### src/inc/phase_timing_pkg.sv
// shared constants for the line phase timing and dip detection block
// assumes one 40 MHz clock and a word-wide internal register port
package phase_timing_pkg;

  // ----------------------------------------------------------------
  // clock and tick timing
  // ----------------------------------------------------------------
  localparam int unsigned CLK_HZ = 40000000;
  localparam int unsigned TICK_HZ = 256000;
  localparam int unsigned ACC_STEP_I = TICK_HZ / 1000;
  localparam int unsigned ACC_MOD_I = CLK_HZ / 1000;
  localparam logic [15:0] ACC_STEP = 16'(ACC_STEP_I);
  localparam logic [15:0] ACC_MOD = 16'(ACC_MOD_I);

  // ----------------------------------------------------------------
  // widths
  // ----------------------------------------------------------------
  localparam int TIME_W = 16;
  localparam int LEVEL_W = 24;
  localparam int COUNT_W = 8;
  localparam int ADDR_W = 8;
  localparam int DATA_W = 32;
  localparam int PHASES = 3;

  // ----------------------------------------------------------------
  // register indices
  // ----------------------------------------------------------------
  localparam logic [ADDR_W-1:0] PHASE_DELAY_RESULT_0_IDX = 8'h00;
  localparam logic [ADDR_W-1:0] PHASE_DELAY_RESULT_1_IDX = 8'h01;
  localparam logic [ADDR_W-1:0] PHASE_DELAY_RESULT_2_IDX = 8'h02;
  localparam logic [ADDR_W-1:0] LINE_PERIOD_A_IDX = 8'h03;
  localparam logic [ADDR_W-1:0] LINE_PERIOD_B_IDX = 8'h04;
  localparam logic [ADDR_W-1:0] LINE_PERIOD_C_IDX = 8'h05;
  localparam logic [ADDR_W-1:0] DIP_THRESHOLD_IDX = 8'h06;
  localparam logic [ADDR_W-1:0] DIP_HALF_CYCLE_COUNT_IDX = 8'h07;
  localparam logic [ADDR_W-1:0] COMPENSATION_MODE_IDX = 8'h08;
  localparam logic [ADDR_W-1:0] IRQ_STATUS_IDX = 8'h09;
  localparam logic [ADDR_W-1:0] IRQ_ENABLE_IDX = 8'h0A;
  localparam logic [ADDR_W-1:0] PER_PHASE_STATUS_IDX = 8'h0B;

  // ----------------------------------------------------------------
  // field positions
  // ----------------------------------------------------------------
  localparam int DELAY_SEL_LSB = 9;
  localparam int DELAY_SEL_MSB = 10;
  localparam int DIP_FLAG_BIT = 16;
  localparam int DIP_STATE_LSB = 12;
  localparam int DIP_STATE_MSB = 14;
  localparam int COMP_MODE_W = 16;

  // ----------------------------------------------------------------
  // delay group codes
  // ----------------------------------------------------------------
  localparam logic [1:0] GRP_VOLT_CURR = 2'h0;
  localparam logic [1:0] GRP_VOLT_VOLT = 2'h1;
  localparam logic [1:0] GRP_CURR_CURR = 2'h2;

  // ----------------------------------------------------------------
  // reset values and limits
  // ----------------------------------------------------------------
  localparam logic [TIME_W-1:0] TIME_RESET = 16'h0000;
  localparam logic [TIME_W-1:0] TIME_MAX = 16'hFFFF;
  localparam logic [LEVEL_W-1:0] DIP_THRESHOLD_RESET = 24'h000000;
  localparam logic [LEVEL_W-1:0] DIP_LEVEL_NONE = 24'h000001;
  localparam logic [COUNT_W-1:0] DIP_COUNT_RESET = 8'h00;
  localparam logic [COMP_MODE_W-1:0] COMP_MODE_RESET = 16'h0000;
  localparam logic [DATA_W-1:0] IRQ_ENABLE_RESET = 32'h00000000;

endpackage

### src/rtl/interval_timer.sv
// saturating interval timer counting the 256 kHz tick between two events
// assumes start, stop, abort and tick are one-cycle pulses on MCLK
`timescale 1ns/100ps
module interval_timer
(
  input wire logic clk,
  input wire logic rst_n,
  input wire logic tick,
  input wire logic start,
  input wire logic stop,
  input wire logic abort,
  output logic [phase_timing_pkg::TIME_W-1:0] result
);
  import phase_timing_pkg::*;

  typedef struct packed {
    logic running;
    logic [TIME_W-1:0] count;
    logic [TIME_W-1:0] result;
  } timer_state_t;

  timer_state_t s_q;
  timer_state_t s_d;

  always_comb
  begin
    s_d = s_q;
    if (s_q.running && tick && (s_q.count != TIME_MAX))
    begin
      s_d.count = s_q.count + 16'h0001;
    end
    if (stop && s_q.running)
    begin
      s_d.result = s_q.count;
      s_d.running = 1'b0;
    end
    if (start)
    begin
      s_d.count = TIME_RESET;
      s_d.running = 1'b1;
    end
    if (abort)
    begin
      s_d.running = 1'b0;
      s_d.count = TIME_RESET;
    end
  end

  always_ff @(posedge clk)
  begin
    if (!rst_n)
    begin
      s_q <= '0;
    end
    else
    begin
      s_q <= s_d;
    end
  end

  assign result = s_q.result;

endmodule

### src/rtl/line_phase_timing_sag.sv
// line phase timing, line period and voltage dip detection
// assumes crossing pulses and absolute samples come from logic on MCLK
//
// Behaviour
// - only rising crossings start or stop delays
// - selector bits 10:9 pick one group
// - selector 00 stores voltage-to-current delay per phase
// - selector 01 stores AC, BC, AB voltage delays
// - selector 10 stores AC, BC, AB current delays
// - delay result is 16-bit 256 kHz count
// - each phase period updated every line period
// - period counts tick between rising voltage crossings
// - 16-bit period reaches down to 3.9 Hz
// - dip flag on sustained below or recovery
// - per-phase dip state set below, cleared above
// - half-cycle count sets flag; zero never programmed
// - enabled flag drives interrupt low same cycle
// - writing flag one clears it, releases interrupt
// - count write with level set restarts counting
// - threshold compared with absolute filtered voltage
// - threshold word carries zero upper byte
// - low-amplitude voltages give no crossing events
`timescale 1ns/100ps
module line_phase_timing_sag
(
  input wire logic MCLK,
  input wire logic RST_N,
  input wire logic [phase_timing_pkg::PHASES-1:0] ZX_VOLT_RISE,
  input wire logic [phase_timing_pkg::PHASES-1:0] ZX_CURR_RISE,
  input wire logic [phase_timing_pkg::PHASES-1:0] ZX_VOLT_HALF,
  input wire logic [phase_timing_pkg::PHASES-1:0] VOLT_LOW_AMP,
  input wire logic [phase_timing_pkg::LEVEL_W-1:0] VOLT_ABS_A,
  input wire logic [phase_timing_pkg::LEVEL_W-1:0] VOLT_ABS_B,
  input wire logic [phase_timing_pkg::LEVEL_W-1:0] VOLT_ABS_C,
  input wire logic VOLT_ABS_VALID,
  input wire logic [phase_timing_pkg::ADDR_W-1:0] REG_ADDR,
  input wire logic REG_WR,
  input wire logic REG_RD,
  input wire logic [phase_timing_pkg::DATA_W-1:0] REG_WDATA,
  output logic [phase_timing_pkg::DATA_W-1:0] REG_RDATA,
  output logic IRQ_OUT_N
);
  import phase_timing_pkg::*;

  typedef struct packed {
    logic [15:0] acc;
    logic tick;
    logic [COMP_MODE_W-1:0] comp_mode;
    logic [DATA_W-1:0] irq_en;
    logic dip_flag;
    logic irq_n;
    logic [LEVEL_W-1:0] dip_thr;
    logic [COUNT_W-1:0] dip_cnt;
    logic [PHASES-1:0] dip_state;
    logic [PHASES-1:0] hc_below;
    logic [PHASES-1:0] hc_above;
    logic [PHASES-1:0][COUNT_W-1:0] hc_cnt;
    logic [DATA_W-1:0] rdata;
  } top_state_t;

  top_state_t s_q;
  top_state_t s_d;

  logic [PHASES-1:0] volt_zx;
  logic [PHASES-1:0] volt_half;
  logic [PHASES-1:0] dly_start;
  logic [PHASES-1:0] dly_stop;
  logic dly_abort;
  logic [PHASES-1:0][TIME_W-1:0] delay_res;
  logic [PHASES-1:0][TIME_W-1:0] period_res;
  logic [PHASES-1:0][LEVEL_W-1:0] volt_abs;
  logic [1:0] grp;
  logic wr_comp;
  logic wr_status;
  logic wr_count;

  // ----------------------------------------------------------------
  // event qualification
  // ----------------------------------------------------------------
  // drop weak voltage crossings
  assign volt_zx = ZX_VOLT_RISE & ~VOLT_LOW_AMP;
  assign volt_half = ZX_VOLT_HALF & ~VOLT_LOW_AMP;
  assign volt_abs = {VOLT_ABS_C, VOLT_ABS_B, VOLT_ABS_A};
  assign grp = s_q.comp_mode[DELAY_SEL_MSB:DELAY_SEL_LSB];
  assign wr_comp = REG_WR && (REG_ADDR == COMPENSATION_MODE_IDX);
  assign wr_status = REG_WR && (REG_ADDR == IRQ_STATUS_IDX);
  assign wr_count = REG_WR && (REG_ADDR == DIP_HALF_CYCLE_COUNT_IDX);
  assign dly_abort = wr_comp
    && (REG_WDATA[DELAY_SEL_MSB:DELAY_SEL_LSB] != grp);

  // ----------------------------------------------------------------
  // delay source selection
  // ----------------------------------------------------------------
  always_comb
  begin
    case (grp)
      GRP_VOLT_VOLT:
      begin
        dly_start = {volt_zx[0], volt_zx[1], volt_zx[0]};
        dly_stop = {volt_zx[1], volt_zx[2], volt_zx[2]};
      end
      GRP_CURR_CURR:
      begin
        dly_start = {ZX_CURR_RISE[0], ZX_CURR_RISE[1], ZX_CURR_RISE[0]};
        dly_stop = {ZX_CURR_RISE[1], ZX_CURR_RISE[2], ZX_CURR_RISE[2]};
      end
      default:
      begin
        dly_start = volt_zx;
        dly_stop = ZX_CURR_RISE;
      end
    endcase
  end

  // ----------------------------------------------------------------
  // delay and period timers
  // ----------------------------------------------------------------
  genvar g;
  generate
    for (g = 0; g < PHASES; g++)
    begin : gen_timer
      interval_timer u_delay
      (
        .clk(MCLK),
        .rst_n(RST_N),
        .tick(s_q.tick),
        .start(dly_start[g]),
        .stop(dly_stop[g]),
        .abort(dly_abort),
        .result(delay_res[g])
      );
      interval_timer u_period
      (
        .clk(MCLK),
        .rst_n(RST_N),
        .tick(s_q.tick),
        .start(volt_zx[g]),
        .stop(volt_zx[g]),
        .abort(1'b0),
        .result(period_res[g])
      );
    end
  endgenerate

  // ----------------------------------------------------------------
  // tick, dip detection and registers
  // ----------------------------------------------------------------
  always_comb
  begin
    logic below_now;
    logic qualified;
    logic [COUNT_W-1:0] cnt_next;
    logic dip_set;
    below_now = 1'b0;
    qualified = 1'b0;
    cnt_next = '0;
    dip_set = 1'b0;
    s_d = s_q;

    // fractional divider for the 256 kHz tick
    s_d.tick = 1'b0;
    if ((s_q.acc + ACC_STEP) >= ACC_MOD)
    begin
      s_d.acc = s_q.acc + ACC_STEP - ACC_MOD;
      s_d.tick = 1'b1;
    end
    else
    begin
      s_d.acc = s_q.acc + ACC_STEP;
    end

    for (int p = 0; p < PHASES; p++)
    begin
      below_now = (s_q.dip_thr > DIP_LEVEL_NONE) && (volt_abs[p] < s_q.dip_thr);
      if (VOLT_ABS_VALID)
      begin
        s_d.hc_below[p] = s_q.hc_below[p] & below_now;
        s_d.hc_above[p] = s_q.hc_above[p] & ~below_now;
      end
      if (volt_half[p])
      begin
        qualified = s_q.dip_state[p] ? s_d.hc_above[p] : s_d.hc_below[p];
        cnt_next = s_q.hc_cnt[p] + 8'h01;
        if (qualified && (s_q.dip_cnt != DIP_COUNT_RESET))
        begin
          if (cnt_next == s_q.dip_cnt)
          begin
            s_d.dip_state[p] = ~s_q.dip_state[p];
            s_d.hc_cnt[p] = '0;
            dip_set = 1'b1;
          end
          else
          begin
            s_d.hc_cnt[p] = cnt_next;
          end
        end
        else
        begin
          s_d.hc_cnt[p] = '0;
        end
        s_d.hc_below[p] = 1'b1;
        s_d.hc_above[p] = 1'b1;
      end
    end

    // register writes
    if (REG_WR)
    begin
      case (REG_ADDR)
        DIP_THRESHOLD_IDX:
        begin
          s_d.dip_thr = REG_WDATA[LEVEL_W-1:0];
        end
        DIP_HALF_CYCLE_COUNT_IDX:
        begin
          s_d.dip_cnt = REG_WDATA[COUNT_W-1:0];
        end
        COMPENSATION_MODE_IDX:
        begin
          s_d.comp_mode = REG_WDATA[COMP_MODE_W-1:0];
        end
        IRQ_ENABLE_IDX:
        begin
          s_d.irq_en = REG_WDATA;
        end
        default:
        begin
        end
      endcase
    end

    if (wr_count && (s_q.dip_thr != DIP_THRESHOLD_RESET))
    begin
      s_d.hc_cnt = '0;
      s_d.hc_below = '1;
      s_d.hc_above = '1;
    end

    if (wr_status && REG_WDATA[DIP_FLAG_BIT])
    begin
      s_d.dip_flag = 1'b0;
    end
    if (dip_set)
    begin
      s_d.dip_flag = 1'b1;
    end
    s_d.irq_n = ~(s_d.dip_flag & s_d.irq_en[DIP_FLAG_BIT]);

    // register reads
    s_d.rdata = '0;
    if (REG_RD)
    begin
      case (REG_ADDR)
        PHASE_DELAY_RESULT_0_IDX:
        begin
          s_d.rdata[TIME_W-1:0] = delay_res[0];
        end
        PHASE_DELAY_RESULT_1_IDX:
        begin
          s_d.rdata[TIME_W-1:0] = delay_res[1];
        end
        PHASE_DELAY_RESULT_2_IDX:
        begin
          s_d.rdata[TIME_W-1:0] = delay_res[2];
        end
        LINE_PERIOD_A_IDX:
        begin
          s_d.rdata[TIME_W-1:0] = period_res[0];
        end
        LINE_PERIOD_B_IDX:
        begin
          s_d.rdata[TIME_W-1:0] = period_res[1];
        end
        LINE_PERIOD_C_IDX:
        begin
          s_d.rdata[TIME_W-1:0] = period_res[2];
        end
        DIP_THRESHOLD_IDX:
        begin
          s_d.rdata[LEVEL_W-1:0] = s_q.dip_thr;
        end
        DIP_HALF_CYCLE_COUNT_IDX:
        begin
          s_d.rdata[COUNT_W-1:0] = s_q.dip_cnt;
        end
        COMPENSATION_MODE_IDX:
        begin
          s_d.rdata[COMP_MODE_W-1:0] = s_q.comp_mode;
        end
        IRQ_STATUS_IDX:
        begin
          s_d.rdata[DIP_FLAG_BIT] = s_q.dip_flag;
        end
        IRQ_ENABLE_IDX:
        begin
          s_d.rdata = s_q.irq_en;
        end
        PER_PHASE_STATUS_IDX:
        begin
          s_d.rdata[DIP_STATE_MSB:DIP_STATE_LSB] = s_q.dip_state;
        end
        default:
        begin
          s_d.rdata = '0;
        end
      endcase
    end
  end

  always_ff @(posedge MCLK)
  begin
    if (!RST_N)
    begin
      s_q <= '0;
      s_q.comp_mode <= COMP_MODE_RESET;
      s_q.irq_en <= IRQ_ENABLE_RESET;
      s_q.dip_thr <= DIP_THRESHOLD_RESET;
      s_q.dip_cnt <= DIP_COUNT_RESET;
      s_q.irq_n <= 1'b1;
      s_q.hc_below <= '1;
      s_q.hc_above <= '1;
    end
    else
    begin
      s_q <= s_d;
    end
  end

  assign REG_RDATA = s_q.rdata;
  assign IRQ_OUT_N = s_q.irq_n;

endmodule

### config.mk
export PLATFORM = sky130hd
export DESIGN_NAME = line_phase_timing_sag
export DESIGN_NICKNAME = d
export VERILOG_FILES = /design/src/inc/phase_timing_pkg.sv /design/src/rtl/interval_timer.sv /design/src/rtl/line_phase_timing_sag.sv
export SDC_FILE = /design/constraint.sdc
export NUM_CORES = 1
export LEC_CHECK = 0
export ABC_AREA = 1
export BUFFER_PORTS_ARGS = -buffer_cell sky130_fd_sc_hd__buf_2
export CAP_MARGIN = 25
export CORE_MARGIN = 2
export CORE_UTILIZATION = 55
export CTS_CLUSTER_SIZE = 30
export DETAILED_ROUTE_END_ITERATION = 10
export PLACE_DENSITY = 0.84
export SETUP_SLACK_MARGIN = 0.15
export SYNTH_ARGS = -nofsm -noshare
export SYNTH_HDL_FRONTEND = slang
export SYNTH_SLANG_ARGS = --single-unit
export TNS_END_PERCENT = 20
### constraint.sdc
create_clock -name MCLK -period 3.2 [get_ports MCLK]
set_clock_uncertainty 0.1 [all_clocks]
set_input_delay 0.48 -clock MCLK [delete_from_list [all_inputs] [get_ports MCLK]]
set_output_delay 0.48 -clock MCLK [all_outputs]
set_load 0.01 [all_outputs]
==> results.py <==
metrics = {
    "setup_path": {
        "worst_ep_arrival_time_ns": 2.92,
        "worstSetupEndpointType": "flip-flop",
        "worst_ep_required_time_ns": 3.53,
        "path_max_fanout": 8,
        "critical_path_class": "reg2reg",
        "crit_path_start_kind": "flip-flop",
    },
    "floorplan": {
        "initial_utilization": 0.555,
        "row_count": 66,
        "die_height_um": 184,
        "total_die_area_mm2": 0.0340,
        "die_width_um": 184,
        "coreArea_mm2": 0.0323,
        "num_io_pins": 162,
    },
    "power": {
        "vdd.ir_drop.worst_mv": 0.427,
        "power_density_mw_per_mm2": 469,
        "cellLeakagePower_nw": 8.20,
        "p_total_mw": 9.41,
    },
    "yosys": {
        "syn-mean-instance-area_um2": 7.30,
        "syn-cell-area_mm2": 0.0179,
        "synth_top_area_share": 0.398,
        "synth_top_area_cell": "dfxtp_1",
        "synth_edf_count": 0,
        "count_of_state_elements_after_synthesis": 356,
        "synth_sequential_area_ratio": 0.398,
        "synthCells": 2454,
        "syn_nets": 2666,
        "fraction_of_registers_with_async_set_reset": 0,
        "synth.lib_cells_used.distinct": 63,
        "ys_warn_count": 0,
        "postSynth.topFlopCell": "dfxtp_1",
        "synth.top_cells.by_area": "dfxtp_1, nand2_1, inv_1",
    },
    "finish": {
        "nets": 2775,
        "syn_to_final_growth_pct": 11.9,
        "final_common_cell": "nand2_1",
        "fraction_of_layout_cells_with_a_size_suffix_above_1": 0.123,
        "final_cell_mix": "nand2_1, inv_1, dfxtp_1",
    },
    "grt": {
        "antenna_found_initial": 3,
        "largest_net_degree_at_the_start_of_global_routing": 58,
        "grt_pass1_vias": 15900,
        "gr-usage-all-layers": 0.293,
        "global_route.overflow_total": 0,
        "grt_pass1_wl_um": 80000,
    },
    "placement": {
        "gp_routability_congestion": 1.00,
        "port_buffers": 161,
        "detailedPlacementHpwl_um": 38000,
    },
    "cts": {
        "ctsLongestPathBuffers": 3,
        "cts_resized": 0,
        "clock-sinks": 356,
        "ctsRootBufferMaster": "clkbuf_16",
        "cts_made_buffers": 37,
        "insertion_delay_ns": 0.52,
        "htree_levels": 2,
        "post_cts_buffers": 0,
        "tritoncts": "built",
        "clk_pin_slew_ns": 0.06,
        "postCtsHoldBufs": 0,
    },
    "routing": {
        "drtIter0Drc": 1502,
        "firstDrtPassIters": 8,
        "totalWireLength_um": 50800,
        "final_antenna_net_count": 0,
        "via_count": 17100,
        "post_detailed_route_via_to_cell_ratio": 5.64,
        "final_routed_wire_length_divided_by_cell_count_um": 16.8,
        "drc_errors": 0,
    },
    "sta": {
        "setup_viol_count_final": 0,
        "max_slew_margin": 0.446,
        "final_hold_viol_count": 0,
        "max_freq_mhz": 386,
        "timing.final.max_slew_violations": 0,
        "timing.final.crit_share": 0.810,
        "final_sum_of_negative_setup_slack_ns": 0,
        "setup_repair_after_global_routing_missed_its_margin": "no",
        "period_needed_ns": 2.59,
        "max_slew.worst_pin.slew_ns": 0.829,
    },
    "flow_run": {
        "count_of_max_cap_constraint_violations": 0,
    },
    "status": {
        "status": "complete, no violations",
    },
    "worst_hold_path": {
        "min-delay-path-class": "in2reg",
    },
}
[worst max-delay path, stage by stage, from the launching register on]
cell      delay, ns
dfxtp_1        0.34
inv_1          0.16
ha_1           0.35
nand2_1        0.06
nor2_1         0.13
nand4_1        0.14
nor2_1         0.24
nand2_1        0.11
nand3_1        0.09
nand2_1        0.08
a21boi_1       0.21
nand4_2        0.23
o21ai_0        0.27
[where the power goes]
group | switching, mW | total (mW) | internal [mW] | leakage, nW
sequential | 0.0335 | 4.52 | 4.49 | 2.88
combinational | 0.376 | 0.567 | 0.191 | 4.74
clock | 1.79 | 4.32 | 2.53 | 0.582
total | 2.19 | 9.41 | 7.21 | 8.20
[layer usage]
layer  track usage  up-vias  share of wire
li1              -     8319              -
met1         0.363     7806           0.40
met2         0.491      823           0.46
met3        0.0530      162          0.088
met4         0.140        0          0.047
met5             0        -              0
[sequential cells by signal, summed over array words and instances, names as in the netlist]
signal	flops
s_q	123
gen_timer.u_delay.s_q	51
gen_timer.u_period.s_q	51
gen_timer.u_delay.result	48
gen_timer.u_period.result	48
REG_RDATA	32
grp	2
IRQ_OUT_N	1
[per-stage QoR]
step | cells | cell area [um2] | hold slack, ns | util | worst slack [ns]
floorplan | 2454 | 17900 | 0.314 | - | 1.18
global placement | 2966 | 18800 | 0.324 | 0.583 | 0.636
detailed placement | 2966 | 18800 | 0.327 | 0.583 | 0.543
CTS | 3029 | 20000 | 0.141 | 0.620 | 0.640
global route | 3032 | 20000 | 0.157 | 0.621 | 0.378
finish | 3032 | 20000 | 0.148 | 0.621 | 0.609
[cells in the mapped netlist (3+ instances only)]
| library cell | count |
|---|---|
| a211oi_1 | 5 |
| a21oi_1 | 258 |
| a221oi_1 | 33 |
| a31oi_1 | 4 |
| and3_1 | 4 |
| buf_2 | 15 |
| buf_4 | 33 |
| buf_6 | 3 |
| clkbuf_1 | 56 |
| dfxtp_1 | 356 |
| ha_1 | 83 |
| inv_1 | 360 |
| inv_2 | 10 |
| nand2_1 | 424 |
| nand2_2 | 9 |
| nand2_4 | 4 |
| nand3_1 | 95 |
| nand3_2 | 7 |
| nand3b_1 | 5 |
| nand4_1 | 43 |
| nor2_1 | 180 |
| nor2_2 | 14 |
| nor2_4 | 4 |
| nor2_8 | 3 |
| nor3_1 | 64 |
| nor3_2 | 3 |
| nor3b_1 | 10 |
| nor4_1 | 3 |
| o2111ai_1 | 11 |
| o211ai_1 | 10 |
| o21ai_0 | 222 |
| o21ai_1 | 10 |
| o21ai_2 | 3 |
| o21bai_1 | 11 |
| o22ai_1 | 26 |
| or2_1 | 4 |
| or2_2 | 9 |
| xnor2_1 | 4 |
| xor2_1 | 23 |
[final cells by class]
type	count	area [um2]
timing repair buffer	179	943
fill	2731	12300
inverter	374	1410
clock inverter	13	156
tap	442	553
antenna	3	7.51
clock buffer	50	1040
sequential	356	7130
multi-input combinational	1615	8800
[cells by family after synthesis]
| logic type | Yosys count | synth area share |
|---|---|---|
| buf+inv | 483 | 0.111 |
| compound gates | 608 | 0.190 |
| xor+xnor | 28 | 0.0145 |
| fa+ha+maj | 83 | 0.0580 |
| flops | 356 | 0.398 |
| simple gates | 896 | 0.229 |
[path summary, 6_finish.rpt]
kind / startpoint / endpoint / slack, ns / cells past startpoint
max reg2reg: s_q[86] / s_q[55] / 0.61 / 12
min reg2reg: s_q[128] / REG_RDATA[29] / 0.33 / 2
max: s_q[86] / s_q[55] / 0.61 / 12
min: REG_WDATA[26] / s_q[125] / 0.15 / 3
No activity file was read; power rests on OpenSTA's default activity.
